### config.mk
export PLATFORM = sky130hd
export DESIGN_NAME = ephy_pin_if
export DESIGN_NICKNAME = d
export VERILOG_FILES = /design/src/shared/ephy_pkg.sv /design/src/hw/ephy_sync2.sv /design/src/hw/ephy_pin_if.sv
export SDC_FILE = /design/constraint.sdc
export NUM_CORES = 1
export LEC_CHECK = 0
export ABC_AREA = 1
export BUFFER_PORTS_ARGS = -buffer_cell sky130_fd_sc_hd__clkbuf_2
export CAP_MARGIN = 20
export CELL_PAD_IN_SITES_DETAIL_PLACEMENT = 0
export CELL_PAD_IN_SITES_GLOBAL_PLACEMENT = 1
export CORE_ASPECT_RATIO = 0.8
export CORE_UTILIZATION = 39
export CTS_BUF_LIST = sky130_fd_sc_hd__clkbuf_4 sky130_fd_sc_hd__clkbuf_8 sky130_fd_sc_hd__clkbuf_16
export DETAILED_ROUTE_END_ITERATION = 12
export PLACE_DENSITY = 0.78
export RECOVER_POWER = 100
export SLEW_MARGIN = 10
export SYNTH_ARGS = -nofsm -noshare
export SYNTH_HDL_FRONTEND = slang
export SYNTH_SLANG_ARGS = --single-unit
### constraint.sdc
create_clock -name clk_sys -period 2.17 [get_ports clk_sys]
set_clock_uncertainty 0.1 [all_clocks]
set_input_delay 0 -clock clk_sys [delete_from_list [all_inputs] [get_ports clk_sys]]
set_output_delay 0 -clock clk_sys [all_outputs]
set_load 0.01 [all_outputs]
### src/shared/ephy_pkg.sv
// Constants, register map and carrier types for the PHY pin interface.
// Assumes one system clock domain; all pin timing is derived by sampling.
package ephy_pkg;

	// ****************************************
	// Register map (byte addresses)
	// ****************************************
	localparam logic [3:0] EPHY_CTRL_ADDR = 4'h0;
	localparam logic [3:0] EPHY_STAT_ADDR = 4'h4;
	localparam logic [3:0] EPHY_RXCNT_ADDR = 4'h8;
	localparam int EPHY_STAT_COLSEEN_BIT = 3;
	localparam logic [31:0] EPHY_RD_ZERO = 32'h0000_0000;

	// ****************************************
	// Frame and pin constants
	// ****************************************
	localparam int EPHY_DA_BYTES = 6;
	localparam logic [7:0] EPHY_SFD = 8'hd5;
	localparam logic [2:0] EPHY_MII_LAST = 3'h1;
	localparam logic [2:0] EPHY_SER_LAST = 3'h7;

	// ****************************************
	// Carrier types
	// ****************************************
	typedef struct packed {
		logic pc_low;
		logic pc_miss;
		logic loopback;
		logic serial;
	} ephy_ctrl_s;

	localparam ephy_ctrl_s EPHY_CTRL_RST = 4'h0;

	typedef struct packed {
		logic col_seen;
		logic link;
		logic col;
		logic crs;
	} ephy_stat_s;

	typedef struct packed {
		logic tx_clk;
		logic rx_clk;
		logic [3:0] rxd;
		logic rx_dv;
		logic rx_err;
		logic crs;
		logic col;
	} ephy_pins_s;

	localparam ephy_pins_s EPHY_PINS_RST = 10'h000;

	typedef enum logic [1:0] {
		EPHY_HUNT = 2'b00,
		EPHY_DA = 2'b01,
		EPHY_BODY = 2'b11
	} ephy_rx_e;

endpackage

### src/hw/ephy_sync2.sv
// Two-stage synchroniser for a bundle of asynchronous pin levels.
// Assumes each bit is a level held long enough to be seen by clk_sys.
`timescale 1ns/10ps
module ephy_sync2 #(
	parameter int WIDTH = 1
) (
	input wire logic clk_sys,
	input wire logic sys_rst,
	input wire logic [WIDTH-1:0] async_in,
	output logic [WIDTH-1:0] sync_out
);

	logic [WIDTH-1:0] meta_reg;

	generate
		if (WIDTH < 1) begin : g_bad_width
			$error("ephy_sync2 width must be at least one");
		end
	endgenerate

	// First stage is read only by the second
	always_ff @(posedge clk_sys) begin
		if (sys_rst) begin
			meta_reg <= '0;
			sync_out <= '0;
		end else begin
			meta_reg <= async_in;
			sync_out <= meta_reg;
		end
	end

endmodule

### src/hw/ephy_pin_if.sv
// PHY-side pin interface: MII nibble mode and 7-wire 10-Mbit serial mode.
// Assumes PHY clocks far slower than clk_sys; software on Avalon-MM.
//
// Contract
// - Transmit data and enable change only at transmit clock rise
// - Bytes leave as two nibbles, low first
// - Serial mode sends stream on data bit zero
// - Serial mode drives loopback bit on bit one
// - Transmit enable covers exactly the frame nibbles
// - Serial mode raises enable when transfer begins
// - Transmit error follows transmit clock in MII mode; PHY corrupts
// - Compress output set right after address taken
// - Compress on address match or miss, selectable
// - Compress polarity configurable independently
// - Serial carrier also gates own transmission
// - Receive pins sampled on receive clock rise
// - Received bytes built from nibbles, low first
`timescale 1ns/10ps
module ephy_pin_if #(
	parameter int DA_BYTES = ephy_pkg::EPHY_DA_BYTES
) (
	input wire logic clk_sys,
	input wire logic sys_rst,
	input wire logic [3:0] avs_address,
	input wire logic avs_read,
	input wire logic avs_write,
	input wire logic [31:0] avs_writedata,
	output logic [31:0] avs_readdata,
	output logic avs_waitrequest,
	input wire logic phy_tx_clk,
	output logic [3:0] phy_txd,
	output logic phy_tx_en,
	output logic phy_tx_err,
	input wire logic phy_rx_clk,
	input wire logic [3:0] phy_rxd,
	input wire logic phy_rx_dv,
	input wire logic phy_rx_err,
	input wire logic phy_crs,
	input wire logic phy_col,
	input wire logic tx_valid,
	input wire logic [7:0] tx_data,
	input wire logic tx_err,
	output logic tx_ready,
	output logic rx_valid,
	output logic [7:0] rx_data,
	output logic rx_err,
	output logic rx_end,
	input wire logic cam_hit
);
	import ephy_pkg::*;

	generate
		if (DA_BYTES < 1 || DA_BYTES > 15) begin : g_bad_da
			$error("DA_BYTES must lie between 1 and 15");
		end
	endgenerate

	// ****************************************
	// Pin synchronisation
	// ****************************************
	ephy_pins_s pin_raw;
	ephy_pins_s pin_s;
	logic tx_clk_prev_reg;
	logic rx_clk_prev_reg;

	assign pin_raw = '{tx_clk: phy_tx_clk, rx_clk: phy_rx_clk, rxd: phy_rxd,
		rx_dv: phy_rx_dv, rx_err: phy_rx_err, crs: phy_crs, col: phy_col};

	// Clocks, data and carrier share one depth so their skew stays fixed
	ephy_sync2 #(
		.WIDTH($bits(ephy_pins_s))
	) u_sync (
		.clk_sys(clk_sys),
		.sys_rst(sys_rst),
		.async_in(pin_raw),
		.sync_out(pin_s)
	);

	always_ff @(posedge clk_sys) begin
		if (sys_rst) begin
			tx_clk_prev_reg <= 1'b0;
			rx_clk_prev_reg <= 1'b0;
		end else begin
			tx_clk_prev_reg <= pin_s.tx_clk;
			rx_clk_prev_reg <= pin_s.rx_clk;
		end
	end

	wire tx_edge = pin_s.tx_clk & ~tx_clk_prev_reg;
	wire rx_edge = pin_s.rx_clk & ~rx_clk_prev_reg;

	// ****************************************
	// Register bus
	// ****************************************
	ephy_ctrl_s ctrl_reg;
	ephy_stat_s stat_now;
	logic col_seen_reg;
	logic [15:0] rx_frames_reg;
	logic [31:0] rd_mux;

	wire bus_req = avs_read | avs_write;
	wire bus_take = bus_req & avs_waitrequest;
	wire bus_fire = bus_req & ~avs_waitrequest;
	wire wr_ctrl = bus_fire & avs_write & (avs_address == EPHY_CTRL_ADDR);
	wire wr_stat = bus_fire & avs_write & (avs_address == EPHY_STAT_ADDR);
	wire col_clr = wr_stat & avs_writedata[EPHY_STAT_COLSEEN_BIT];
	// Set wins so a collision during the clear is kept
	wire col_seen_next = pin_s.col | (col_seen_reg & ~col_clr);

	assign stat_now = '{col_seen: col_seen_reg, link: ctrl_reg.serial & pin_s.rx_dv,
		col: pin_s.col, crs: pin_s.crs};
	assign rd_mux = (avs_address == EPHY_CTRL_ADDR) ? {28'h0000000, ctrl_reg} :
		(avs_address == EPHY_STAT_ADDR) ? {28'h0000000, stat_now} :
		(avs_address == EPHY_RXCNT_ADDR) ? {16'h0000, rx_frames_reg} : EPHY_RD_ZERO;

	// One wait cycle per access; read data latched as the wait drops
	always_ff @(posedge clk_sys) begin
		if (sys_rst) begin
			avs_waitrequest <= 1'b1;
			avs_readdata <= EPHY_RD_ZERO;
			ctrl_reg <= EPHY_CTRL_RST;
			col_seen_reg <= 1'b0;
		end else begin
			avs_waitrequest <= ~bus_take;
			if (bus_take) begin
				avs_readdata <= rd_mux;
			end
			if (wr_ctrl) begin
				ctrl_reg <= avs_writedata[$bits(ephy_ctrl_s)-1:0];
			end
			col_seen_reg <= col_seen_next;
		end
	end

	// ****************************************
	// Transmit path
	// ****************************************
	logic hold_valid_reg;
	logic [7:0] hold_data_reg;
	logic hold_err_reg;
	logic [7:0] shift_reg;
	logic [2:0] piece_cnt_reg;
	logic byte_err_reg;

	wire [2:0] last_piece = ctrl_reg.serial ? EPHY_SER_LAST : EPHY_MII_LAST;
	wire tx_more = piece_cnt_reg != 3'h0;
	// A new frame in serial mode waits while the carrier is up
	wire tx_load = hold_valid_reg & ~tx_more &
		(phy_tx_en | ~(ctrl_reg.serial & pin_s.crs));
	wire tx_go = tx_load | tx_more;
	wire [7:0] shift_next = tx_load ? hold_data_reg :
		ctrl_reg.serial ? (shift_reg >> 1) : (shift_reg >> 4);
	wire [3:0] txd_busy = ctrl_reg.serial ?
		{2'b00, ctrl_reg.loopback, shift_next[0]} : shift_next[3:0];
	wire [3:0] txd_idle = ctrl_reg.serial ? {2'b00, ctrl_reg.loopback, 1'b0} : 4'h0;
	wire accept = tx_valid & tx_ready;
	wire hold_valid_next = accept | (hold_valid_reg & ~(tx_edge & tx_load));
	wire byte_err_next = tx_load ? hold_err_reg : byte_err_reg;

	always_ff @(posedge clk_sys) begin
		if (sys_rst) begin
			hold_valid_reg <= 1'b0;
			hold_data_reg <= 8'h00;
			hold_err_reg <= 1'b0;
			tx_ready <= 1'b0;
		end else begin
			hold_valid_reg <= hold_valid_next;
			tx_ready <= ~hold_valid_next;
			if (accept) begin
				hold_data_reg <= tx_data;
				hold_err_reg <= tx_err;
			end
		end
	end

	// Pins move only at a transmit clock rise
	always_ff @(posedge clk_sys) begin
		if (sys_rst) begin
			shift_reg <= 8'h00;
			piece_cnt_reg <= 3'h0;
			byte_err_reg <= 1'b0;
			phy_txd <= 4'h0;
			phy_tx_en <= 1'b0;
		end else if (tx_edge && tx_go) begin
			shift_reg <= shift_next;
			piece_cnt_reg <= tx_load ? last_piece : piece_cnt_reg - 3'h1;
			byte_err_reg <= byte_err_next;
			phy_txd <= txd_busy;
			phy_tx_en <= 1'b1;
		end else if (tx_edge) begin
			byte_err_reg <= 1'b0;
			phy_txd <= txd_idle;
			phy_tx_en <= 1'b0;
		end
	end

	// ****************************************
	// Receive path
	// ****************************************
	ephy_rx_e rx_state_reg;
	logic [7:0] asm_reg;
	logic [2:0] rx_cnt_reg;
	logic rx_was_reg;
	logic err_acc_reg;
	logic [3:0] da_cnt_reg;
	logic compress_signal_reg;

	wire rx_active = ctrl_reg.serial ? pin_s.crs : pin_s.rx_dv;
	wire [7:0] asm_next = ctrl_reg.serial ? {pin_s.rxd[0], asm_reg[7:1]} :
		{pin_s.rxd, asm_reg[7:4]};
	wire rx_done = rx_edge & rx_active & (rx_cnt_reg == last_piece);
	wire rx_stop = rx_edge & ~rx_active & rx_was_reg;
	wire err_now = err_acc_reg | pin_s.rx_err;
	wire da_last = da_cnt_reg == 4'(DA_BYTES - 1);
	wire da_taken = rx_done & (rx_state_reg == EPHY_DA) & da_last;
	wire compress_signal_hit = ctrl_reg.pc_miss ? ~cam_hit : cam_hit;
	wire compress_signal_next = rx_stop ? 1'b0 : (da_taken ? compress_signal_hit : compress_signal_reg);
	wire compress_signal_pin = compress_signal_next ^ ctrl_reg.pc_low;
	// Shared error pin: compress flag in serial mode, byte error otherwise
	wire tx_err_next = ctrl_reg.serial ? compress_signal_pin :
		tx_edge ? (tx_go & byte_err_next) : phy_tx_err;

	always_ff @(posedge clk_sys) begin
		if (sys_rst) begin
			phy_tx_err <= 1'b0;
			compress_signal_reg <= 1'b0;
		end else begin
			phy_tx_err <= tx_err_next;
			compress_signal_reg <= compress_signal_next;
		end
	end

	always_ff @(posedge clk_sys) begin
		if (sys_rst) begin
			asm_reg <= 8'h00;
			rx_cnt_reg <= 3'h0;
			rx_was_reg <= 1'b0;
			err_acc_reg <= 1'b0;
		end else if (rx_edge) begin
			rx_was_reg <= rx_active;
			if (rx_active) begin
				asm_reg <= asm_next;
				rx_cnt_reg <= rx_done ? 3'h0 : rx_cnt_reg + 3'h1;
				err_acc_reg <= rx_done ? 1'b0 : err_now;
			end else begin
				rx_cnt_reg <= 3'h0;
				err_acc_reg <= 1'b0;
			end
		end
	end

	always_ff @(posedge clk_sys) begin
		if (sys_rst) begin
			rx_valid <= 1'b0;
			rx_data <= 8'h00;
			rx_err <= 1'b0;
			rx_end <= 1'b0;
			rx_frames_reg <= 16'h0000;
		end else begin
			rx_valid <= rx_done;
			rx_end <= rx_stop;
			if (rx_done) begin
				rx_data <= asm_next;
				rx_err <= err_now;
			end
			if (rx_stop) begin
				rx_frames_reg <= rx_frames_reg + 16'h0001;
			end
		end
	end

	// Address counting starts after the start-of-frame byte
	always_ff @(posedge clk_sys) begin
		if (sys_rst) begin
			rx_state_reg <= EPHY_HUNT;
			da_cnt_reg <= 4'h0;
		end else if (rx_stop) begin
			rx_state_reg <= EPHY_HUNT;
		end else if (rx_done) begin
			unique case (rx_state_reg)
				EPHY_HUNT: begin
					da_cnt_reg <= 4'h0;
					if (asm_next == EPHY_SFD) begin
						rx_state_reg <= EPHY_DA;
					end
				end
				EPHY_DA: begin
					da_cnt_reg <= da_cnt_reg + 4'h1;
					if (da_last) begin
						rx_state_reg <= EPHY_BODY;
					end
				end
				EPHY_BODY: begin
					rx_state_reg <= EPHY_BODY;
				end
				default: begin
					rx_state_reg <= EPHY_HUNT;
				end
			endcase
		end
	end
endmodule

======== Yosys cells after proc, flatten, opt, wreduce, memory -nomap -nowiden ========
Cells that the tools add are included.
Widths: inputs -> output; s select.
storage, ports and cells
  latch bits .............................. 0
  memory bits (read-only) ................. 0
  logic and storage cells ................. 129
  output and inout port bits .............. 51
  memories ................................ 0
  register bits ........................... 136
  bits in writable memories ............... 0
cells by class
  equality and inequality tests ........... 9
  bitwise logic cells ..................... 42
  reductions and logical operators ........ 11
  muxes and demuxes ....................... 30
  add/sub/neg operators ................... 4
  order comparisons ....................... 0
  divide/modulo/power cells ............... 0
  $mul .................................... 0
  shifts and indexed selects .............. 0
operators by type and width
  operator               number
  $mux 16                3
  $and 1x1->1            23
  $add 16x1->16 const B  1
  $mux 8                 2
  $mux 1                 12
  $mux 3                 4
  $mux 4                 3
  $not 1->1              12
  $eq 4x3->1 const B     2
  $eq 8x8->1 const B     1
  $pmux 4 s2             1
  $mux 7                 1
  $mux 2                 3
  $or 1x1->1             6
  $pmux 2 s3             1
  $reduce_and 3->1       2
  $reduce_bool 2->1      3
  $add 4x1->4 const B    1
  $eq 4x4->1 const B     1
  $logic_not 4->1        1
  $ne 2x2->1 const B     2
  $add 3x1->3 const B    1
  $eq 3x3->1             1
  $reduce_bool 3->1      1
  other kinds (8)        8

======== Logic depth before layout (Yosys ltp) ========
Gate-level depths: netlist (run 1).
  depth after elaboration ................. 10
  mapped depth ............................ 12

======== Hierarchy ========
From an unflattened synthesis (run 1), not the netlist that was laid out.
second synthesis, totals
  cell total of the unflattened synthesis .. 649
  area, all modules ....................... 4949.7 sq um
by module, submodules not included
  module       instances  cells each  sequential area each (sq um)  area an instance (sq um)
  ephy_pin_if  1          587         1961.9                        4376.7
  ephy_sync2   1          62          400.4                         573.0

======== Worst setup path before layout (run 1) ========
OpenSTA, ideal clock, no wires.
  path kind ............................... register to register
  start point ............................. register piece_cnt_reg[0]
  end point ............................... register phy_txd[2]
  path buffers ............................ 1
  library setup time ...................... 0.128 ns
  stages on the path, launching flop included .. 11
  period minus slack after synthesis ...... 1.526 ns
  data arrival time ....................... 1.298 ns
  slack ................................... 0.644 ns
  cells stage by stage .................... dfxtp_1 inv_1 ha_1 nand2_1 nor2_1 nand2_2 buf_4 o21ai_0 nor2_1 a22oi_1 nor2_1
between the ends
  longest elaborated chain between the ends .. 7
  elaborated cells on any way between the ends .. 10
  those cells by class .................... 3 x mux; 4 x bitwise; 3 x reduce/logical
ends and longest elaborated chain
  what                                                RTL line                                text
  start, declared                                     ephy_pin_if.sv:142                      logic [2:0] piece_cnt_reg;
  start signal, assigned                              ephy_pin_if.sv:186                      piece_cnt_reg <= tx_load ? last_piece : piece_cnt_reg - 3'h1;
  $reduce_bool 3->1 *                                 ephy_pin_if.sv:146                      wire tx_more = piece_cnt_reg != 3'h0;
  $not 1->1                                           ephy_pin_if.sv:148                      wire tx_load = hold_valid_reg & ~tx_more &
  $and 1x1->1 (2 in a row)                            ephy_pin_if.sv:148
  $mux 8 / $or 1x1->1 (equally long branches)         ephy_pin_if.sv:151, ephy_pin_if.sv:150
  $mux 4 / $logic_and 1x1->1 (equally long branches)  ephy_pin_if.sv:153, ephy_pin_if.sv:184
  $mux 4 / $reduce_bool 2->1 (equally long branches)  n/a
  end signal, assigned                                ephy_pin_if.sv:188                      phy_txd <= txd_busy;
  end signal, assigned                                ephy_pin_if.sv:192                      phy_txd <= txd_idle;
  end, declared                                       ephy_pin_if.sv:31                       output logic [3:0] phy_txd,
Mark *: on every way between the ends. The rest lies on a longest branch, timed or not.
A chain may end at the register's enable or synchronous reset.

======== Worst setup path in the final report (run 1) ========
  start point ............................. register avs_waitrequest
  end point ............................... register col_seen_reg
between the ends
  longest elaborated chain between the ends .. 8
ends and longest elaborated chain
  what                      RTL line            text
  start, declared           ephy_pin_if.sv:29   output logic avs_waitrequest,
  start signal, assigned    ephy_pin_if.sv:124  avs_waitrequest <= ~bus_take;
  $not 1->1                 ephy_pin_if.sv:103  wire bus_fire = bus_req & ~avs_waitrequest;
  $and 1x1->1               ephy_pin_if.sv:103
  $and 1x1->1 (2 in a row)  ephy_pin_if.sv:105  wire wr_stat = bus_fire & avs_write & (avs_address == EPHY_STAT_ADDR);
  $and 1x1->1               ephy_pin_if.sv:106  wire col_clr = wr_stat & avs_writedata[EPHY_STAT_COLSEEN_BIT];
  $not 1->1                 ephy_pin_if.sv:108  wire col_seen_next = pin_s.col | (col_seen_reg & ~col_clr);
  $and 1x1->1               ephy_pin_if.sv:108
  $or 1x1->1                ephy_pin_if.sv:108
  end signal, assigned      ephy_pin_if.sv:131  col_seen_reg <= col_seen_next;
  end, declared             ephy_pin_if.sv:97   logic col_seen_reg;
No other way between the ends.

==> flow_metrics.py, run 1 <==
metrics = {
    "status": {
        "outcome": "finished, final reports clean",
    },
    "logic_synthesis": {
        "post_synth_most_frequent_cells": "dfxtp_1, nor2_1, nand2_1, inv_1, o21ai_0",
        "post_synth_arst_share": 0,
        "syn_avg_cell_area_um2": 7.68,
        "synth_enable_flop_cells": 0,
        "synth_warnings": 0,
        "ys_ff_latch": 118,
        "synth.top_cells.by_area": "dfxtp_1, nor2_1, nand2_1",
        "synth_most_common_cell": "dfxtp_1",
        "syn_area_um2": 4990,
        "postSynthCellCount": 649,
        "dominantRegCellSynth": "dfxtp_1",
        "synth_top_cell_area_share": 0.474,
        "yosys.area.top_type": "dfxtp_1",
        "share_of_synthesized_area_occupied_by_flip_flops_and_latches": 0.474,
        "netlist_cell_types": 41,
    },
    "worst_setup_path": {
        "worstPathMaxFanout": 3,
        "setup.worst_path.end_class": "flip-flop",
        "critPathKind": "reg2reg",
        "arrival_ps": 2230,
        "worst_r2r_startpoint": "avs_waitrequest$_SDFF_PP1_",
        "cp_data_required_time_ps": 2330,
        "worst-r2r-cell-count": 6,
        "critical_path.reg2reg.endpoint": "col_seen_reg$_SDFF_PP0_",
        "worst_setup_path_start_kind": "flip-flop",
        "worst-r2r-setup-slack_ps": 100,
    },
    "clock_network": {
        "clkSinkCount": 118,
        "cts_post_setup_buffers_inserted": 0,
        "cts_tree": "done",
        "cts-root-to-sink-buffers": 2,
        "clock_insertion_delay_worst_skew_ps": 410,
        "ctsHtreeMaxLevel": 4,
        "ctsResizeCount": 0,
        "cts_hold_buf": 31,
        "cts-root-buf": "clkbuf_16",
        "clkSlewWorstSetupHoldPaths_ps": 50,
        "tritoncts.num_buffers": 17,
    },
    "global_routing": {
        "grt_max_degree": 63,
        "first_pass_grt_wire_length_mm": 18.0,
        "grt_antenna_before_repair": 0,
        "overflow": 0,
        "first_global_vias": 3813,
        "global_route.usage.total": 0.178,
    },
    "timing": {
        "grt_setup_unrepaired": "no",
        "setup_total_negative_slack_ps": 0,
        "timing_hold_violations_final": 0,
        "max_slew_margin": 0.299,
        "timing.final.crit_share": 0.953,
        "min_period_ps": 2070,
        "timing.final.max_slew_violations": 0,
        "tightest_slew_ps": 1050,
        "fmax_mhz": 483,
        "fin_worst_hold_slack_ps": 22.6,
        "final_setup_violating_endpoints": 0,
    },
    "placement": {
        "globalplace.congestion": 0.778,
        "portBuffers": 67,
        "dp_hpwl_mm": 7.42,
    },
    "worst_hold_path": {
        "hold-path-endpoint": "avs_readdata[3]$_SDFFE_PP0P_",
        "worstHoldStart": "avs_address[3]",
        "worst_hold_path.num_cells": 6,
        "worst_hold_path_type": "in2reg",
    },
    "drt": {
        "remaining_drc_errors": 0,
        "detailed_router_iteration_count_before_antenna_repair": 6,
        "wl_per_cell_um": 11.9,
        "detailroute.via_count": 4268,
        "antenna_left": 0,
        "mean_number_of_vias_per_cell": 4.57,
        "initialDrtViolationCount": 237,
        "overall_routed_net_length_mm": 11.1,
    },
    "cells_and_area": {
        "fillerInstances": 1261,
        "regArea_um2": 2360,
        "layout-area-overhead-vs-synth_pct": 24.4,
        "nNetsFinal": 816,
        "multi_input_area_um2": 2070,
        "antenna-diode-count": 0,
        "share_of_layout_cells_above_drive_strength_1": 0.117,
    },
    "power": {
        "leakage_nw": 2.55,
        "power_per_cell_area_nw_per_um2": 848,
        "max-vdd-ir-drop_mv": 0.603,
    },
    "die": {
        "coreArea_um2": 12300,
        "die_height_um": 103,
        "die_area_um2": 13200,
        "die_width_um": 128,
        "initial_core_util": 0.405,
        "io-pin-count": 112,
        "floorplan.rows": 36,
    },
    "run": {
        "maxCapViolations": 0,
    },
}
routing by layer:
layer,track usage,share of wire
met4,0.0679,0.013
met2,0.256,0.41
met1,0.245,0.52
met5,0,0
met3,0.0623,0.056
where the power goes:
part / internal, W / total (W) / switching, W
Sequential: 0.00224 / 0.00227 / 0.0000307
Combinational: 0.000128 / 0.000329 / 0.000201
Clock: 0.00172 / 0.00266 / 0.000943
worst max path at each step:
| stage | slack [ps] | startpoint | cells after the start | end |
|---|---|---|---|---|
| 2_1_floorplan | 640 | piece_cnt_reg[0]$_SDFFE_PP0P_ | 10 | phy_txd[2]$_SDFFE_PP0P_ |
| 3_3_place_gp | 400 | ctrl_reg[0]$_SDFFE_PP0P_ | 10 | rx_frames_reg[15]$_SDFFE_PP0P_ |
| 3_5_place_dp | 330 | ctrl_reg[0]$_SDFFE_PP0P_ | 11 | rx_state_reg[1]$_SDFFE_PP0P_ |
| 4_1_cts | 110 | avs_waitrequest$_SDFF_PP1_ | 6 | col_seen_reg$_SDFF_PP0_ |
| 5_1_grt | 20 | avs_waitrequest$_SDFF_PP1_ | 5 | avs_readdata[0]$_SDFFE_PP0P_ |
| 6_report | 100 | avs_waitrequest$_SDFF_PP1_ | 6 | col_seen_reg$_SDFF_PP0_ |
cells by family after synthesis:
group	Yosys count	synth area share
other cells	1	0.000752
xor+xnor	9	0.0158
flops	118	0.474
buf+inv	121	0.116
simple gates	241	0.208
fa+ha+maj	6	0.0151
compound gates	153	0.171
through the flow:
stage	total power [W]	instance area [µm²]	setup slack (ps)	instances	utilization
CTS	0.00533	6290	114	933	0.511
global placement	0.00260	5400	397	870	0.439
detailed placement	0.00261	5400	331	870	0.439
global route	0.00549	6200	15.0	933	0.504
floorplan	0.00252	5040	644	664	-
finish	0.00526	6200	102	933	0.504
cells in the final DEF (no fill, tap or decap), types with 2 or more instances in the layout:
| cell | Yosys | final |
|---|---|---|
| dfxtp_1 | 118 | 118 |
| nor2_1 | 102 | 105 |
| nand2_1 | 90 | 92 |
| inv_1 | 76 | 77 |
| o21ai_0 | 65 | 66 |
| a21oi_1 | 53 | 53 |
| clkbuf_1 | 15 | 38 |
| dlygate4sd3_1 | 0 | 31 |
| clkbuf_2 | 0 | 31 |
| nand3_1 | 19 | 19 |
| clkbuf_16 | 0 | 17 |
| conb_1 | 1 | 16 |
| a211oi_1 | 12 | 12 |
| xor2_1 | 8 | 8 |
| buf_4 | 18 | 7 |
| nand2_2 | 8 | 6 |
| nand4_1 | 5 | 6 |
| ha_1 | 6 | 6 |
| a31oi_1 | 5 | 5 |
| o21ai_1 | 5 | 4 |
| nor3_1 | 4 | 4 |
| clkbuf_8 | 0 | 4 |
| clkinv_2 | 0 | 4 |
| o21ai_2 | 3 | 3 |
| a22oi_1 | 3 | 3 |
| nor2_2 | 5 | 3 |
| clkinvlp_4 | 0 | 3 |
| clkbuf_4 | 0 | 3 |
| nor3_2 | 2 | 2 |
| o31ai_1 | 2 | 2 |
critical path, stage by stage, from the launching register on:
cell and delay, ps:
dfxtp_1 310, inv_1 80, nand4_1 80, dlygate4sd3_1 570
o21ai_0 160, dlygate4sd3_1 570, a21oi_1 60
area by class of cell:
type                    instances  share of cell area
flip-flops and latches        118               0.381
multi-input cells             425               0.334
repair buffers                108               0.110
clock buffers                  24              0.0811
inverters                      79              0.0482
well taps                     171              0.0345
clock inverters                 8              0.0117
Power figures use the tool's default switching activity.
==> run 2: changes to the inputs <==
Settings changed: CORE_MARGIN from default to 4, SYNTH_HIERARCHICAL from default to 1.
==> flow_metrics.py, run 2 <==
metrics = {
    "clock_network": {
        "ctsHtreeMaxLevel": 4,
        "clkSinkCount": 118,
        "cts-root-to-sink-buffers": 2,
        "tritoncts.num_buffers": 17,
        "clkSlewWorstSetupHoldPaths_ps": 50,
        "cts_post_setup_buffers_inserted": 0,
        "cts_tree": "done",
        "clock_insertion_delay_worst_skew_ps": 410,
        "cts-root-buf": "clkbuf_16",
    },
    "die": {
        "coreArea_um2": 12300,
        "initial_core_util": 0.403,
        "floorplan.rows": 36,
        "die_area_um2": 14600,
        "io-pin-count": 112,
        "die_width_um": 134,
        "die_height_um": 109,
    },
    "global_routing": {
        "grt_max_degree": 67,
        "global_route.usage.total": 0.172,
        "overflow": 0,
        "grt_antenna_before_repair": 0,
        "first_global_vias": 4229,
        "first_pass_grt_wire_length_mm": 20.0,
    },
    "worst_setup_path": {
        "arrival_ps": 2160,
        "worst_setup_path_start_kind": "input pin",
        "worstPathMaxFanout": 6,
        "setup.worst_path.end_class": "flip-flop",
        "critPathKind": "in2reg",
        "worst_r2r_startpoint": "ctrl_reg[0]$_SDFFE_PP0P_",
        "worst-r2r-cell-count": 9,
        "worst_setup_path_startpoint": "avs_address[3]",
        "cp_data_required_time_ps": 2360,
    },
    "timing": {
        "timing_hold_violations_final": 0,
        "tightest_slew_ps": 1380,
        "fin_worst_hold_slack_ps": 12.8,
        "timing.final.crit_share": 0.906,
        "fmax_mhz": 509,
        "setup_total_negative_slack_ps": 0,
        "max_slew_margin": 0.0814,
        "final_setup_violating_endpoints": 0,
        "grt_setup_unrepaired": "no",
        "min_period_ps": 1970,
        "timing.final.max_slew_violations": 0,
    },
    "placement": {
        "portBuffers": 67,
        "dp_hpwl_mm": 8.08,
        "post_dp_cell_area_um2": 5370,
        "globalplace.congestion": 0.784,
    },
    "power": {
        "power_per_cell_area_nw_per_um2": 909,
        "leakage_nw": 2.52,
        "max-vdd-ir-drop_mv": 0.513,
        "total_power_w": 0.00567,
    },
    "logic_synthesis": {
        "synth_most_common_cell": "dfxtp_1",
        "synth_top_cell_area_share": 0.477,
        "dominantRegCellSynth": "dfxtp_1",
        "postSynthCellCount": 649,
        "synth_warnings": 6,
        "ys_ff_latch": 118,
        "synth.top_cells.by_area": "dfxtp_1, nand2_1, nor2_1",
        "post_synth_arst_share": 0,
        "share_of_synthesized_area_occupied_by_flip_flops_and_latches": 0.477,
        "yosys.area.top_type": "dfxtp_1",
        "netlist_cell_types": 36,
        "synth_enable_flop_cells": 0,
        "post_synth_most_frequent_cells": "dfxtp_1, nand2_1, nor2_1, inv_1, o21ai_0",
        "syn_avg_cell_area_um2": 7.63,
        "syn_area_um2": 4950,
    },
    "drt": {
        "initialDrtViolationCount": 306,
        "overall_routed_net_length_mm": 11.7,
        "remaining_drc_errors": 0,
        "antenna_left": 0,
        "wl_per_cell_um": 12.6,
        "detailroute.via_count": 4399,
        "detailed_router_iteration_count_before_antenna_repair": 6,
        "mean_number_of_vias_per_cell": 4.73,
    },
    "worst_hold_path": {
        "worstHoldStart": "tx_valid",
        "worst_hold_path.num_cells": 3,
        "worst_hold_path_type": "in2reg",
    },
    "status": {
        "outcome": "finished, final reports clean",
    },
    "cells_and_area": {
        "final_design_instance_area_without_fill_um2": 6240,
        "nNetsFinal": 813,
        "commonest_non_fill_non_tap_cell_in_the_layout": "dfxtp_1",
        "most-common-layout-cells": "dfxtp_1, nand2_1, nor2_1",
        "layout-area-overhead-vs-synth_pct": 26.0,
        "antenna-diode-count": 0,
        "share_of_layout_cells_above_drive_strength_1": 0.113,
        "final_core_util": 0.507,
    },
    "run": {
        "maxCapViolations": 0,
    },
}
## run 2: cell types whose count changed after synthesis, sizes merged, moves of 4 or more
| cell | change |
|---|---|
| a21oi | +5 |
| nand2 | +4 |
| nor2 | -13 |
| nor3 | +8 |
| o21ai | -6 |
## run 2: repair_timing
action	in CTS	in global routing
setup endpoints to repair	0	5
gates resized for setup	0	2
hold endpoints to repair	26	0
hold buffers	29	0
## run 2: worst max-delay path: stages
cell and delay, ps:
dlygate4sd3_1 540, clkbuf_1 130, nor2_1 200, nand2_1 140, nor3_1 260, inv_1 170
nor2_1 110, nor2_1 50, dlygate4sd3_1 550
## run 2: where the power goes
part | internal, W | total, W | switching [W]
sequential | 0.00224 | 0.00227 | 0.0000344
clock | 0.00212 | 0.00308 | 0.000954
combinational | 0.000124 | 0.000322 | 0.000199
## run 2: area by class of cell
cell class	instances	area, µm²
Clock buffer	22	475
Multi-Input combinational cell	422	2050
Clock inverter	10	175
Inverter	80	305
Tap cell	171	214
Timing Repair Buffer	107	651
Sequential cell	118	2360
Fill cell	1221	6060
## run 2: path summary, 6_finish.rpt
path / to / slack, ps
worst max-delay path: ctrl_reg[1]$_SDFFE_PP0P_ / 200
worst min-delay path: hold_data_reg[1]$_SDFFE_PP0P_ / 10
worst max register to register: rx_frames_reg[14]$_SDFFE_PP0P_ / 290
worst min register to register: u_sync/sync_out[2]$_SDFF_PP0_ / 300
## run 2: logic make-up after synthesis
logic type               share of synthesized area
XOR/XNOR                                    0.0124
flip-flops                                   0.477
adder cells (fa/ha/maj)                     0.0152
AND/OR/NAND/NOR                              0.212
buffers and inverters                        0.116
AO/OA/AOI/OAI                                0.167
other                                     0.000758
## run 2: metal layers
metal | up-vias | track usage | part of all wire
met5 | - | 0 | 0
met4 | 0 | 0.0609 | 0.011
met3 | 11 | 0.0540 | 0.056
met2 | 104 | 0.273 | 0.46
met1 | 2016 | 0.221 | 0.47
li1 | 2268 | - | -
## run 2: stage by stage
stage               worst slack [ps]  cells
floorplan                        623    664
global placement                 208    869
detailed placement               206    869
CTS                              191    930
global route                    80.1    930
finish                           204    930
